$ cat config.mk
export PLATFORM = sky130hd
export DESIGN_NAME = svm_top
export DESIGN_NICKNAME = d
export VERILOG_FILES = /design/src/hw/svm_pkg.sv /design/src/hw/svm_top.sv
export VERILOG_INCLUDE_DIRS = /design/src /design/src/hw
export SDC_FILE = /design/constraint.sdc
export NUM_CORES = 1
export LEC_CHECK = 0
export BUFFER_PORTS_ARGS = -buffer_cell sky130_fd_sc_hd__clkbuf_2
export CAP_MARGIN = 25
export CORE_MARGIN = 8
export CORE_UTILIZATION = 42
export DETAILED_ROUTE_END_ITERATION = 8
export PLACE_DENSITY = 0.76
export SYNTH_ARGS = -nofsm -noshare
export SYNTH_HDL_FRONTEND = slang
export SYNTH_SLANG_ARGS = --single-unit
$ cat constraint.sdc
create_clock -name clock_in -period 1.2 [get_ports clock_in]
set_input_delay 0.12 -clock clock_in [delete_from_list [all_inputs] [get_ports clock_in]]
set_output_delay 0.12 -clock clock_in [all_outputs]
set_load 0.02 [all_outputs]
$ cat src/hw/svm_map.svh
// register offsets, field positions, reset values and timing counts
`ifndef SVM_MAP_SVH
`define SVM_MAP_SVH
// ****************************************
// register byte addresses
// ****************************************
`define SVM_CTRL_ADDR 12'h000
`define SVM_STAT_ADDR 12'h004
`define SVM_MASK_ADDR 12'h008
// ****************************************
// control register fields
// ****************************************
`define SVM_LVL_LSB 0
`define SVM_LVL_MSB 2
`define SVM_EN_BIT 4
`define SVM_IND_BIT 5
`define SVM_CTRL_WMASK 8'h17
`define SVM_CTRL_RST 8'h00
// ****************************************
// status and mask fields
// ****************************************
`define SVM_FLAG_BIT 0
`define SVM_WAKE_BIT 1
`define SVM_EVT_W 2
`define SVM_FLAG_CP_BIT 8
`define SVM_FLAG_LD_BIT 9
// ****************************************
// timing
// ****************************************
`define SVM_CLK_MHZ 40
`define SVM_DELAY_US 16
`define SVM_DELAY_CYC (`SVM_DELAY_US * `SVM_CLK_MHZ)
`endif

$ cat src/hw/svm_pkg.sv
// types shared by the supply voltage monitor
package svm_pkg;
  // flag delay sequencer states
  typedef enum logic [1:0] {
    SVM_IDLE = 2'b00,
    SVM_WAIT = 2'b01,
    SVM_DONE = 2'b10
  } svm_dly_e;
  // trip level code
  typedef logic [2:0] svm_lvl_t;
endpackage

$ cat src/hw/svm_top.sv
// supply voltage monitor control, flag delay, wake-up and apb slave
`timescale 1ns/1ps
`include "svm_map.svh"
module svm_top #(
  parameter int DELAY_CYC = `SVM_DELAY_CYC
) (
  // clock and reset
  input wire logic clock_in,
  input wire logic nrst_in,
  // apb slave
  input wire logic psel_in,
  input wire logic penable_in,
  input wire logic pwrite_in,
  input wire logic [11:0] paddr_in,
  input wire logic [31:0] pwdata_in,
  output logic [31:0] prdata_out,
  output logic pready_out,
  output logic pslverr_out,
  // analog side
  input wire logic cmp_low_in,
  input wire logic power_down_in,
  output logic detector_on_out,
  output logic ref_on_out,
  output logic [2:0] trip_level_select_out,
  // core side
  output logic wake_out,
  output logic low_supply_request_flag_out,
  output logic irq_out
);
  localparam int CW = $clog2(DELAY_CYC + 1);

  // ****************************************
  // reset release
  // ****************************************
  logic rst_s1_q, rst_n_q;
  // release through two flops so every flop leaves reset on one edge
  always_ff @(posedge clock_in or negedge nrst_in) begin
    if (!nrst_in) begin
      rst_s1_q <= 1'b0;
      rst_n_q <= 1'b0;
    end else begin
      rst_s1_q <= 1'b1;
      rst_n_q <= rst_s1_q;
    end
  end

  // ****************************************
  // register state
  // ****************************************
  logic detector_on_q; // enable bit
  svm_pkg::svm_lvl_t trip_level_select_q; // trip level code
  logic [`SVM_EVT_W-1:0] mask_q; // interrupt mask
  logic [`SVM_EVT_W-1:0] stat_q; // sticky status
  logic cmp_s1_q, cmp_s2_q; // comparator synchroniser
  logic low_supply_indication_q; // readable indication
  logic flag_q; // low supply request flag
  logic flag_prev_q; // for edge detect
  logic wake_q;
  logic irq_q;
  logic [31:0] prdata_q;
  logic pready_q;
  logic pslverr_q;
  svm_pkg::svm_dly_e dly_q;
  logic [CW-1:0] cnt_q;

  // apb decode: pready is registered, so every access phase takes two cycles
  logic acc, wr, rd, hit_ctrl, hit_stat, hit_mask, mapped;
  assign acc = psel_in && penable_in && !pready_q;
  assign wr = acc && pwrite_in;
  assign rd = acc && !pwrite_in;
  assign hit_ctrl = paddr_in == `SVM_CTRL_ADDR;
  assign hit_stat = paddr_in == `SVM_STAT_ADDR;
  assign hit_mask = paddr_in == `SVM_MASK_ADDR;
  assign mapped = hit_ctrl || hit_stat || hit_mask;

  // ****************************************
  // control register
  // ****************************************
  // only enable and level bits are writable
  always_ff @(posedge clock_in or negedge rst_n_q) begin
    if (!rst_n_q) begin
      detector_on_q <= 1'b0;
      trip_level_select_q <= 3'h0;
    end else if (wr && hit_ctrl) begin
      detector_on_q <= pwdata_in[`SVM_EN_BIT];
      trip_level_select_q <=
        pwdata_in[`SVM_LVL_MSB:`SVM_LVL_LSB];
    end
  end

  // mask register
  always_ff @(posedge clock_in or negedge rst_n_q) begin
    if (!rst_n_q) begin
      mask_q <= '0;
    end else if (wr && hit_mask) begin
      mask_q <= pwdata_in[`SVM_EVT_W-1:0];
    end
  end

  // ****************************************
  // comparator path
  // ****************************************
  // comparator is asynchronous; first flop read only by second
  always_ff @(posedge clock_in or negedge rst_n_q) begin
    if (!rst_n_q) begin
      cmp_s1_q <= 1'b0;
      cmp_s2_q <= 1'b0;
    end else begin
      cmp_s1_q <= cmp_low_in;
      cmp_s2_q <= cmp_s1_q;
    end
  end

  // indication follows the comparator only while detector is on;
  // power-down does not gate it
  always_ff @(posedge clock_in or negedge rst_n_q) begin
    if (!rst_n_q) begin
      low_supply_indication_q <= 1'b0;
    end else begin
      low_supply_indication_q <= detector_on_q && cmp_s2_q;
    end
  end

  // ****************************************
  // flag raise delay
  // ****************************************
  // restarts whenever indication drops, so toggling near the level
  // only sets the flag once it has stayed low-supply for the delay
  always_ff @(posedge clock_in or negedge rst_n_q) begin
    if (!rst_n_q) begin
      dly_q <= svm_pkg::SVM_IDLE;
      cnt_q <= '0;
    end else if (!low_supply_indication_q) begin
      dly_q <= svm_pkg::SVM_IDLE;
      cnt_q <= '0;
    end else begin
      case (dly_q)
        svm_pkg::SVM_IDLE: begin
          dly_q <= svm_pkg::SVM_WAIT;
          cnt_q <= CW'(1);
        end
        svm_pkg::SVM_WAIT: begin
          if (cnt_q >= CW'(DELAY_CYC)) begin
            dly_q <= svm_pkg::SVM_DONE;
          end else begin
            cnt_q <= cnt_q + CW'(1);
          end
        end
        svm_pkg::SVM_DONE: begin
          dly_q <= svm_pkg::SVM_DONE;
        end
        default: begin
          dly_q <= svm_pkg::SVM_IDLE;
        end
      endcase
    end
  end

  logic flag_set;
  assign flag_set = dly_q == svm_pkg::SVM_WAIT && low_supply_indication_q
    && cnt_q >= CW'(DELAY_CYC);

  // ****************************************
  // request flag
  // ****************************************
  // a status write with bit 9 set loads the flag from bit 8; control
  // bits 7 and 6 stay unused, so a control write never touches it
  logic flag_load;
  assign flag_load = wr && hit_stat && pwdata_in[`SVM_FLAG_LD_BIT];
  // set event wins over a software clear in the same cycle, so a drop
  // that lands on the clear is never lost
  always_ff @(posedge clock_in or negedge rst_n_q) begin
    if (!rst_n_q) begin
      flag_q <= 1'b0;
    end else if (flag_set) begin
      flag_q <= 1'b1;
    end else if (flag_load) begin
      flag_q <= pwdata_in[`SVM_FLAG_CP_BIT];
    end
  end

  // rising flag edge gives a wake pulse whatever the mask
  always_ff @(posedge clock_in or negedge rst_n_q) begin
    if (!rst_n_q) begin
      flag_prev_q <= 1'b0;
      wake_q <= 1'b0;
    end else begin
      flag_prev_q <= flag_q;
      wake_q <= flag_q && !flag_prev_q;
    end
  end

  // ****************************************
  // sticky status and interrupt
  // ****************************************
  logic [`SVM_EVT_W-1:0] evt;
  assign evt = {wake_q && power_down_in, flag_set};
  always_ff @(posedge clock_in or negedge rst_n_q) begin
    if (!rst_n_q) begin
      stat_q <= '0;
    end else begin
      for (int i = 0; i < `SVM_EVT_W; i++) begin
        if (evt[i]) begin
          stat_q[i] <= 1'b1;
        end else if (wr && hit_stat && pwdata_in[i]) begin
          stat_q[i] <= 1'b0;
        end
      end
    end
  end

  always_ff @(posedge clock_in or negedge rst_n_q) begin
    if (!rst_n_q) begin
      irq_q <= 1'b0;
    end else begin
      irq_q <= |(stat_q & mask_q);
    end
  end

  // ****************************************
  // apb read and answer
  // ****************************************
  logic [31:0] rmux;
  always_comb begin
    rmux = 32'h0000_0000;
    if (hit_ctrl) begin
      // bits 7, 6 and 3 stay zero
      rmux[`SVM_IND_BIT] = low_supply_indication_q;
      rmux[`SVM_EN_BIT] = detector_on_q;
      rmux[`SVM_LVL_MSB:`SVM_LVL_LSB] = trip_level_select_q;
    end else if (hit_stat) begin
      rmux[`SVM_EVT_W-1:0] = stat_q;
      rmux[`SVM_FLAG_CP_BIT] = flag_q;
    end else if (hit_mask) begin
      rmux[`SVM_EVT_W-1:0] = mask_q;
    end
  end

  always_ff @(posedge clock_in or negedge rst_n_q) begin
    if (!rst_n_q) begin
      pready_q <= 1'b0;
      pslverr_q <= 1'b0;
      prdata_q <= 32'h0000_0000;
    end else begin
      pready_q <= acc;
      pslverr_q <= acc && !mapped;
      prdata_q <= rd ? rmux : 32'h0000_0000;
    end
  end

  // ****************************************
  // outputs
  // ****************************************
  assign prdata_out = prdata_q;
  assign pready_out = pready_q;
  assign pslverr_out = pslverr_q;
  assign detector_on_out = detector_on_q;
  assign ref_on_out = detector_on_q;
  assign trip_level_select_out = trip_level_select_q;
  assign wake_out = wake_q;
  assign low_supply_request_flag_out = flag_q;
  assign irq_out = irq_q;

  // ****************************************
  // checks
  // ****************************************
  // helper for the checks: consecutive cycles of indication high,
  // held at the delay so a long low-supply spell cannot wrap it
  logic [CW-1:0] ind_run_q;
  always_ff @(posedge clock_in or negedge rst_n_q) begin
    if (!rst_n_q) begin
      ind_run_q <= '0;
    end else if (!low_supply_indication_q) begin
      ind_run_q <= '0;
    end else if (ind_run_q != CW'(DELAY_CYC)) begin
      ind_run_q <= ind_run_q + CW'(1);
    end
  end

  // a software load may raise the flag at any time, so the first three
  // checks below leave those cycles out
  a_flag_delay: assert property (
    @(posedge clock_in) disable iff (!rst_n_q)
    $rose(flag_q) && !$past(flag_load) |-> $past(low_supply_indication_q))
    else $error("flag set without low indication");
  a_flag_wait: assert property (
    @(posedge clock_in) disable iff (!rst_n_q)
    $rose(flag_q) && !$past(flag_load) |->
    $past(ind_run_q) == CW'(DELAY_CYC))
    else $error("flag set before the raise delay ran out");
  a_flag_early: assert property (
    @(posedge clock_in) disable iff (!rst_n_q)
    !flag_load && ind_run_q != CW'(DELAY_CYC) |=> $stable(flag_q))
    else $error("flag moved before the raise delay ran out");
  a_ind_gate: assert property (
    @(posedge clock_in) disable iff (!rst_n_q)
    !detector_on_q |=> !low_supply_indication_q)
    else $error("indication high while detector off");
  a_wake_edge: assert property (
    @(posedge clock_in) disable iff (!rst_n_q)
    $rose(flag_q) |=> wake_q)
    else $error("no wake on flag rise");
  a_wake_once: assert property (
    @(posedge clock_in) disable iff (!rst_n_q)
    wake_q |-> $past(flag_q) && !$past(flag_q, 2))
    else $error("wake without a flag rise");
  a_sleep_wake: assert property (
    @(posedge clock_in) disable iff (!rst_n_q)
    wake_q && power_down_in |=> stat_q[`SVM_WAKE_BIT])
    else $error("wake in power-down not recorded");
  a_flag_hold: assert property (
    @(posedge clock_in) disable iff (!rst_n_q)
    $fell(flag_q) |-> $past(flag_load && !pwdata_in[`SVM_FLAG_CP_BIT]))
    else $error("flag cleared without write");
  a_ref_follow: assert property (
    @(posedge clock_in) disable iff (!rst_n_q)
    $past(wr && hit_ctrl) |-> ref_on_out == $past(pwdata_in[`SVM_EN_BIT]))
    else $error("reference not following enable");
  a_unused_zero: assert property (
    @(posedge clock_in) disable iff (!rst_n_q)
    pready_q && $past(hit_ctrl) |->
    prdata_q[7:6] == 2'b00 && !prdata_q[3])
    else $error("unused bits read nonzero");
  // indication is the comparator three edges back: two sync stages
  // and the gated indication flop
  a_sync_two: assert property (
    @(posedge clock_in) disable iff (!rst_n_q)
    low_supply_indication_q ==
    ($past(detector_on_q) && $past(cmp_low_in, 3)))
    else $error("indication missed synced comparator");
  a_no_early: assert property (
    @(posedge clock_in) disable iff (!rst_n_q)
    $rose(low_supply_indication_q) && !flag_q |=> !flag_q)
    else $error("flag set with no delay");
endmodule

==> metrics.txt, run 1 <==
outcome finished with violations; failing checks negative setup slack; slowest stage cell, crit path or4_4; Reg-to-Reg End trip_level_select_out[0]$_DFFE_PN0P_; height of the die roughly 85 um; hold slack 0.05563 ns; clk slew on worst S/H paths 0.07 ns; Final Hold Viols 0; Netlist cell types 42; Max IR drop VDD between 0.5 and 0.6 mV; Clock Sinks 37; PnR worst setup slack -0.3047 ns; Logic pwr share 9.7%; Leakage ~1.5 nW; top cell family by delay on the critical path simple AND/OR/NAND/NOR gates; sequential area share after synthesis 46.95%; n_diodes 0; clock latency at the later pin of the worst-skew pair 0.29 ns; Setup TNS Final -4.547 ns; WP data arrival ~1.7 ns; Critical Path Max Stage Delay 0.59 ns; fin crit share 125.4%; pin count of the biggest net entering global routing 36; leading cell type in the layout, fill and taps excluded buf_4; R2R Path Start pready_out$_DFF_PN0_; Setup crit start kind input pin; Crit. End Element register; Clock power frac 36.1%; via count 1680; post-route minimum period about 1.5 ns; port bufs 40; worst min path class in -> reg; reg-to-reg slack, setup -0.30 ns; achievable frequency 664.6 MHz; share of layout cells above drive strength 1 a little over half; CTS H-Tree Depth 2; die footprint slightly above 7000 um^2; largest buffer count on any clock path 2; first-pass GRT wire length 8.121 mm; Ports 93; Rows 25; Seq pwr share 54.1%; vias per cell 4.898; Post-DP HPWL 3.431 mm; CP Data Required Time 1.38 ns; Net Sw Frac between 20% and 30%; fill count between 300 and 400; GRT Overall Usage 14.16%; vias in the first global route 1735; crit-path most repeated cell or4_4; gpl congestion 0.8244; clock skew between 0.004 and 0.005 ns; Pwr Density 791.6 nW/um^2; number of cells on the critical path 4; max-slew violations 0; CTS buffer count 5; P&R area growth vs syn 49.62%; Synth Area per Inst 10.32 um^2; Final ANT Viol Nets 0; switching power 0.0006010 W; Synth Instances 191; Hold Path Stages 2; root buffer cell clkbuf_8; Residual DRC 0; RSZ-0062 raised after global routing yes; total gr overflow 0; most frequent cells in the layout buf_4 (41), clkbuf_2 (40), dfrtp_1 (36), conb_1 (27), buf_6 (11); worst setup path endpoint trip_level_select_out[0]$_DFFE_PN0P_; Max Cap Viol 0; Post-Syn Area 1972 um^2; CORE AREA 4629 um^2; iteration count of the initial detailed-routing pass 4; register bit total from synthesis 37; P_int roughly 0.0017 W; Initial Util 42.59%; Final nets 344; Setup CP Type in -> reg; crit path buf inv count 1; Final setup viols 27; starting DRC count in detailed routing 60; R2R depth 3; total of warnings raised by yosys 0; mean routed wirelength per cell about 15 um; die width 84.52 um; crit path max fanout 4; CP Launch Point paddr_in[1]; initial antenna violation count 0; CTS tree done; critical path, cell by cell clkbuf_2, or4_4, or4_4, mux2_4; final WL roughly 5.2 mm
[registers in the layout (all words and copies together), names as in the netlist, 2 cells and up]
signal                 flops
prdata_out                 6
dly_q                      2
trip_level_select_out      3
mask_q                     2
stat_q                     2
cnt_q                     10
[layer usage]
| metal | vias to the layer above | wire [um] | global-route usage (%) |
|---|---|---|---|
| met5 | - | 0 | 0 |
| met4 | 0 | 104 | 6.311 |
| met3 | 10 | 190 | 3.902 |
| met2 | 50 | 2641 | 23.19 |
| met1 | 814 | 2256 | 16.88 |
| li1 | 806 | - | - |
[Yosys cell counts]
cell type,n,area share [%]
or4b_1,1,0.51
ha_1,5,3.2
o2111ai_1,1,0.44
or2_2,1,0.32
nor2_1,7,1.3
nor3_1,4,1.0
xor2_1,2,0.89
o21ai_1,1,0.25
nand4_1,4,1.3
mux2i_1,5,2.5
o311ai_0,4,1.8
mux2_4,4,3.0
buf_1,1,0.19
a21o_1,1,0.38
a21oi_1,5,1.3
mux2_2,3,1.7
nor4_1,2,0.63
nand4b_1,1,0.44
nor3b_2,1,0.63
nand3_1,5,1.3
buf_4,27,10
dfrtp_1,37,47
a31oi_1,1,0.32
a21boi_0,2,0.76
nand2b_1,1,0.32
and2_1,3,0.95
o21ai_0,6,1.5
and4b_1,1,0.51
or3_1,3,0.95
o221a_2,1,0.57
xnor2_1,1,0.44
o31ai_1,1,0.38
a22o_1,2,0.89
buf_6,1,0.57
nor2b_1,7,2.2
clkbuf_1,4,0.76
nand2_1,16,3.0
or4_1,1,0.38
conb_1,2,0.38
or4_4,3,1.7
inv_1,9,1.7
and3_1,4,1.3
[how the worst min path moves through the flow]
| stage | endpoint | startpoint | slack, ns |
|---|---|---|---|
| floorplan | rst_n_q$_DFF_PN0_ | nrst_in | -0.18 |
| global placement | rst_n_q$_DFF_PN0_ | nrst_in | -0.09 |
| detailed placement | rst_n_q$_DFF_PN0_ | nrst_in | -0.09 |
| CTS | detector_on_out$_DFFE_PN0P_ | pwdata_in[4] | 0.05 |
| global route | trip_level_select_out[2]$_DFFE_PN0P_ | pwdata_in[2] | 0.04 |
| finish | detector_on_out$_DFFE_PN0P_ | pwdata_in[4] | 0.06 |
[area by class of cell]
cell class | instances | area, um^2 | area share [%]
clock inverter | 3 | 17.52 | 0.5937
multi-input combinational | 137 | 1129 | 38.25
sequential | 37 | 927.1 | 31.42
inverter | 9 | 33.78 | 1.145
clock buffer | 5 | 68.82 | 2.332
tap | 54 | 67.56 | 2.290
timing repair buffer | 98 | 706.9 | 23.96
[what timing repair did]
item	CTS	global route
gates resized for setup	38	30
hold buffers	2	0
gates cloned	1	0
buffers inserted	12	11
pin swaps	20	16
hold endpoints to repair	3	0
endpoints found under the setup margin	27	27
[cell families (layout without fill, tap and decap cells)]
| kind of cell | after synthesis | count (layout) | share of synthesized area [%] |
|---|---|---|---|
| and+or+nand+nor | 65 | 65 | 18.78 |
| xor gates and xnor gates | 3 | 3 | 1.333 |
| other | 2 | 27 | 0.3809 |
| AOI/OAI and AO/OA | 25 | 25 | 8.566 |
| DFF | 37 | 37 | 46.95 |
| adders and majority gates | 5 | 5 | 3.173 |
| buffers and inverters | 42 | 115 | 13.51 |
| muxes | 12 | 12 | 7.297 |
[power groups by stage]
stage	registers [W]	logic [W]	clock network [W]
6_report	0.00126	0.000227	0.000843
5_1_grt	0.00127	0.000247	0.000928
4_1_cts	0.00126	0.000219	0.000873
3_5_place_dp	0.00129	0.000207	0
3_3_place_gp	0.00129	0.000204	0
2_1_floorplan	0.00131	0.000162	0
[worst register-to-register path, stage by stage (launching register included)]
cell      delay, ns
dfrtp_1        0.39
nand4b_1       0.20
or4_4          0.49
mux2_4         0.32
[metrics by stage]
stage	cells	worst slack, ns	total power (W)	util [%]	area [um^2]
5_1_grt	343	-0.3592	0.002441	63.73	2950
4_1_cts	332	-0.2839	0.002356	59.38	2749
2_1_floorplan	216	-0.5070	0.001470	-	2127
3_3_place_gp	311	-0.5679	0.001493	52.16	2415
3_5_place_dp	311	-0.6321	0.001496	52.16	2415
6_report	343	-0.3047	0.002335	63.73	2950
No activity file was read; power rests on OpenSTA's default activity.
==> run 2, diff against run 1 <==
CORE_UTILIZATION = 30   (was 42)
CTS_CLUSTER_SIZE = 40   (was unset)
PLACE_DENSITY = unset   (was 0.76)
REMOVE_ABC_BUFFERS = 1   (was unset)
==> run 2 against run 1 <==
  * The flow still finishes with violations (negative setup slack)
  * Power grew 0.54%
  * Largest power group unchanged
  * Worst hold slack gained 0.0091 ns
  * Non-clock buffer count shrank 13
  * Setup slack gained 0.0055 ns
  * Sequential share of layout area grew 2.1 points
==> metrics.txt, run 2 (synthesized netlist as in run 1, its figures left out) <==
Leakage 1.396 nW (was 1.480 nW); Pwr Density 849.6 nW/um^2 (was 791.6 nW/um^2); CORE AREA 6350 um^2 (was 4629 um^2); achievable frequency 667.0 MHz (was 664.6 MHz); Setup CP Type in -> reg (unchanged); final WL 4.810 mm (was 5.191 mm); Max Cap Viol 0 (unchanged); crit path max fanout 4 (unchanged); max-slew violations 0 (unchanged); Post-DP HPWL 3.503 mm (was 3.431 mm); Final nets 331 (was 344); clock latency at the later pin of the worst-skew pair 0.29 ns (about the same); height of the die 97.08 um (was 84.52 um); leading cell type in the layout, fill and taps excluded clkbuf_2 (was buf_4); WP data arrival 1.67 ns (was 1.68 ns); top cell family by delay on the critical path simple AND/OR/NAND/NOR gates (unchanged); pin count of the biggest net entering global routing 27 (was 36); CP Data Required Time 1.37 ns (was 1.38 ns); crit-path most repeated cell or4_4 (unchanged); root buffer cell clkbuf_8 (unchanged); worst min path class in -> reg (unchanged); vias per cell 4.500 (was 4.898); Core Util, Final 43.53% (was 63.73%); Rows 29 (was 25); critical path, cell by cell clkbuf_2, or4_4, or4_4, mux2_4 (unchanged); crit path buf inv count 1 (unchanged); clock skew 0.008898 ns (was 0.004003 ns); via count 1584 (was 1680); die width 97.08 um (was 84.52 um); GRT Overall Usage 10.11% (was 14.16%); mean routed wirelength per cell 13.66 um (was 15.13 um); PnR worst setup slack -0.2992 ns (was -0.3047 ns); fill count 596 (was 374); vias in the first global route 1697 (was 1735); Critical Path Max Stage Delay 0.61 ns (was 0.59 ns); RSZ-0062 raised after global routing yes (unchanged); initial antenna violation count 0 (unchanged); pre-CTS setup slack -0.5841 ns (was -0.6321 ns); Ports 93 (unchanged); Setup crit start kind input pin (unchanged); first-pass GRT wire length 8.086 mm (was 8.121 mm); Hold Path Stages 2 (unchanged); CTS H-Tree Depth 2 (unchanged); most frequent cells in the layout clkbuf_2 (40), dfrtp_1 (37), buf_4 (33), conb_1 (27), nand2_1 (13) (was buf_4 (41), clkbuf_2 (40), dfrtp_1 (36), conb_1 (27), buf_6 (11)); slowest stage cell, crit path or4_4 (unchanged); Clock Sinks 37 (unchanged); Final Hold Viols 0 (unchanged); max reg flops 10 (unchanged); CTS buffer count 5 (unchanged); port bufs 40 (unchanged); Max IR drop VDD 0.6996 mV (was 0.5514 mV); post-route minimum period 1.499 ns (was 1.505 ns); fin crit share 124.9% (was 125.4%); clk slew on worst S/H paths 0.07 ns (about the same); outcome finished with violations (unchanged); total gr overflow 0 (unchanged); Final ANT Viol Nets 0 (unchanged); R2R depth 3 (unchanged); Initial Util 31.05% (was 42.59%); Crit. End Element register (unchanged); share of layout cells above drive strength 1 46.18% (was 53.98%); P&R area growth vs syn 40.16% (was 49.62%); starting DRC count in detailed routing 58 (was 60); area of the multi-input gates 1054 um^2 (was 1129 um^2); largest buffer count on any clock path 2 (unchanged); iteration count of the initial detailed-routing pass 4 (unchanged); die footprint 9424 um^2 (was 7144 um^2); Biggest register cnt_q (unchanged); gpl congestion 0.8013 (was 0.8244); Final setup viols 27 (unchanged); sequential cell area 925.9 um^2 (was 927.1 um^2); Residual DRC 0 (unchanged); number of cells on the critical path 4 (unchanged); failing checks negative setup slack (unchanged); n_diodes 0 (unchanged); CTS tree done (unchanged)
[run 2: cell types whose count changed in the layout (fill, tap and decap cells not counted), sizes merged]
cell | before | now
buf | 56 | 43
clkbuf | 45 | 47
clkinv | 2 | 0
clkinvlp | 1 | 0
[run 2: worst paths after layout]
check / start / slack, ns / end
max: paddr_in[7] / -0.30 / trip_level_select_out[1]$_DFFE_PN0P_
min: pwdata_in[4] / 0.06 / detector_on_out$_DFFE_PN0P_
max reg2reg: pready_out$_DFF_PN0_ / -0.29 / trip_level_select_out[1]$_DFFE_PN0P_
min reg2reg: rst_n_q$_DFF_PN0_ / 0.16 / dly_q[0]$_DFFE_PN0P_
max in group asynchronous: rst_n_q$_DFF_PN0_ / 0.69 / stat_q[1]$_DFFE_PN0P_
min in group asynchronous: nrst_in / 0.15 / rst_s1_q$_DFF_PN0_
[run 2: report_power, final]
group | total (W) | internal (W) | switching [W]
Sequential | 0.00126 | 0.00126 | 0.00000515
Clock | 0.000867 | 0.000455 | 0.000412
Combinational | 0.000216 | 0.0000701 | 0.000146
[run 2: final cells by class]
class,count,area share [%]
timing repair buffer,85,20.55
multi-input combinational,137,38.12
inverter,9,1.222
clock buffer,7,3.124
tap,77,3.486
sequential,37,33.50
[run 2: per-layer routing]
metal	vias up	wire (um)	part of all wire [%]	track usage [%]
met4	0	53	1.1	2.840
met3	5	260	5.4	3.485
met5	-	0	0	0
li1	773	-	-	-
met2	49	2214	46	15.94
met1	757	2282	47	12.70
[run 2: what timing repair did]
item                                    4_1_cts  5_1_grt
setup buffers                                 7        3
hold buffers                                  2        0
cloned                                        2        0
pin swaps                                    20        9
gates resized for setup                      42       10
endpoints found under the setup margin       27       27
endpoints found under the hold margin         3        0
[run 2: metrics by stage]
step	instance area (um^2)	TNS, ns	cells	hold WS (ns)	power, W
floorplan	1833	-7.723	183	-0.1756	0.001401
global placement	2370	-9.653	332	-0.09131	0.001491
detailed placement	2370	-9.591	332	-0.09054	0.001491
CTS	2693	-4.431	350	0.05656	0.002373
global route	2764	-6.470	352	0.06721	0.002443
finish	2764	-4.501	352	0.06468	0.002348
==> run 3, diff against run 2 <==
CORE_ASPECT_RATIO = 1.4   (was unset)
TNS_END_PERCENT = 5   (was unset)
==> run 3 against run 2 <==
  * The run still ends with negative setup slack left
  * Clock power grew 48%
  * Largest power group is now the clock network
  * Sequential power is essentially flat
  * Wire length shrank 1.1%
  * Global-route usage up 0.46 points
  * Register-to-register slack got worse by 0.04 ns
  * Cell area fell by 4.3%
  * Setup slack worse by 0.032 ns
  * Core utilization decreased by 2.7 points
  * Power grew 18%
  * Highest routed layer unchanged
==> metrics.txt, run 3 (synthesized netlist as in run 1, its figures left out) <==
outcome finished with violations (unchanged); failing checks negative setup slack (unchanged); GRT Overall Usage 10.57% (was 10.11%); final WL 4.756 mm (was 4.810 mm); fin crit share 127.6% (was 124.9%); sequential cell area 927.1 um^2 (was 925.9 um^2); P_int 0.002157 W (was 0.001785 W); WP data arrival 1.71 ns (was 1.67 ns); Seq pwr share 45.6% (was 53.8%); clk slew on worst S/H paths 0.08 ns (was 0.07 ns); Rows 35 (was 29); CORE AREA 6481 um^2 (was 6350 um^2); vias per cell 4.601 (was 4.500); Leakage 1.325 nW (was 1.396 nW); Logic pwr share 8.1% (was 9.2%); die footprint 9460 um^2 (was 9424 um^2); crit path max fanout 4 (unchanged); Pwr Density 1047 nW/um^2 (was 849.6 nW/um^2); CP Data Required Time 1.38 ns (was 1.37 ns); pin count of the biggest net entering global routing 36 (was 27); iteration count of the initial detailed-routing pass 4 (unchanged); first-pass GRT wire length 8.038 mm (was 8.086 mm); fin cells 338 (was 352); CTS tree done (unchanged); leading cell type in the layout, fill and taps excluded clkbuf_2 (unchanged); mean routed wirelength per cell 14.07 um (was 13.66 um); die width 84.52 um (was 97.08 um); Final setup viols 23 (was 27); P&R area growth vs syn 34.14% (was 40.16%); share of layout cells above drive strength 1 41.29% (was 46.18%); Final nets 319 (was 331); total gr overflow 0 (unchanged); n_diodes 0 (unchanged); pre-CTS setup slack -0.6393 ns (was -0.5841 ns); Setup CP Type reg -> reg (was in -> reg); root buffer cell clkbuf_8 (unchanged); most frequent cells in the layout clkbuf_2 (40), dfrtp_1 (36), conb_1 (27), buf_4 (27), nand2_1 (14) (was clkbuf_2 (40), dfrtp_1 (37), buf_4 (33), conb_1 (27), nand2_1 (13)); R2R depth 3 (unchanged); Post-DP HPWL 3.684 mm (was 3.503 mm); largest buffer count on any clock path 2 (unchanged); worst setup path endpoint detector_on_out$_DFFE_PN0P_ (was trip_level_select_out[1]$_DFFE_PN0P_); total chip power 0.002771 W (was 0.002348 W); Setup TNS Final -4.401 ns (was -4.501 ns); Final Hold Viols 0 (unchanged); PnR worst setup slack -0.3309 ns (was -0.2992 ns); reg-to-reg slack, setup -0.33 ns (was -0.29 ns); Clock power frac 46.3% (was 36.9%); Max Cap Viol 0 (unchanged); Crit. End Element register (unchanged); CTS buffer count 5 (unchanged); area of the multi-input gates 977.2 um^2 (was 1054 um^2); starting DRC count in detailed routing 67 (was 58); clock latency at the later pin of the worst-skew pair 0.29 ns (about the same); Biggest register cnt_q (unchanged); gpl congestion 0.7734 (was 0.8013); post-route minimum period 1.531 ns (was 1.499 ns); achievable frequency 653.2 MHz (was 667.0 MHz); Final ANT Viol Nets 0 (unchanged); height of the die 111.9 um (was 97.08 um); Initial Util 30.42% (was 31.05%); worst min path class in -> reg (unchanged); dpl cells 328 (was 332); Ports 93 (unchanged); Max IR drop VDD 0.5714 mV (was 0.6996 mV); Clock Sinks 37 (unchanged); CP Launch Point pready_out$_DFF_PN0_ (was paddr_in[7]); Reg-to-Reg End detector_on_out$_DFFE_PN0P_ (was trip_level_select_out[1]$_DFFE_PN0P_); max-slew violations 0 (unchanged); switching power 0.0006133 W (was 0.0005634 W); RSZ-0062 raised after global routing yes (unchanged); Setup crit start kind register (was input pin); hold slack 0.04995 ns (was 0.06468 ns); R2R Path Start pready_out$_DFF_PN0_ (unchanged); fill count 656 (was 596); clock skew 0.007946 ns (was 0.008898 ns); via count 1555 (was 1584); CTS H-Tree Depth 2 (unchanged); port bufs 40 (unchanged); Net Sw Frac 22.14% (was 23.99%); vias in the first global route 1750 (was 1697); initial antenna violation count 0 (unchanged); max reg flops 10 (unchanged); Residual DRC 0 (unchanged)
==> run 3: worst min path at each step <==
| stage | start | endpoint | depth (start not counted) |
|---|---|---|---|
| 3_5_place_dp | nrst_in | rst_n_q$_DFF_PN0_ | 1 |
| 3_3_place_gp | nrst_in | rst_n_q$_DFF_PN0_ | 1 |
| 2_1_floorplan | nrst_in | rst_n_q$_DFF_PN0_ | 0 |
| 5_1_grt | power_down_in | stat_q[1]$_DFFE_PN0P_ | 2 |
| 4_1_cts | power_down_in | stat_q[1]$_DFFE_PN0P_ | 2 |
| 6_report | power_down_in | stat_q[1]$_DFFE_PN0P_ | 2 |
==> run 3: power groups by stage <==
stage / combinational [W] / sequential, W / clock, W
after floorplan: 0.0000930 / 0.00131 / 0
after detailed placement: 0.000210 / 0.00129 / 0
final: 0.000224 / 0.00126 / 0.00128
after CTS: 0.000223 / 0.00126 / 0.00131
after global placement: 0.000208 / 0.00129 / 0
after global routing: 0.000244 / 0.00126 / 0.00137
==> run 3: worst max-delay path, cell delays in order, from the launching register on <==
cell      delay [ns]
dfrtp_1         0.38
nand4b_1        0.22
or4_4           0.50
mux2_4          0.32
==> run 3: final cells by class <==
| cell class | instances | area share [%] |
|---|---|---|
| tap | 74 | 3.500 |
| inverter | 9 | 1.277 |
| timing repair buffer | 73 | 18.16 |
| sequential | 37 | 35.05 |
| multi-input combinational | 137 | 36.94 |
| clock buffer | 5 | 2.602 |
| clock inverter | 3 | 2.460 |
==> run 3: repair_timing <==
action	in CTS	in global routing
hold buffers	2	0
gates resized for setup	19	12
hold endpoints to repair	3	0
pin swaps	13	3
buffers inserted	0	0
setup endpoints to repair	27	27
==> run 3: per-layer routing <==
metal	vias up	GRT usage [%]	share of wire, %
li1	745	-	-
met2	49	19.35	54
met4	0	4.893	1.7
met3	7	3.169	5.1
met5	-	0	0
met1	754	10.59	39
==> run 3: stage by stage <==
step           utilization [%]  instance area [um^2]
2_1_floorplan                -                  1833
5_1_grt                  40.81                  2645
3_3_place_gp             36.58                  2371
4_1_cts                  40.00                  2592
6_report                 40.81                  2645
3_5_place_dp             36.58                  2371
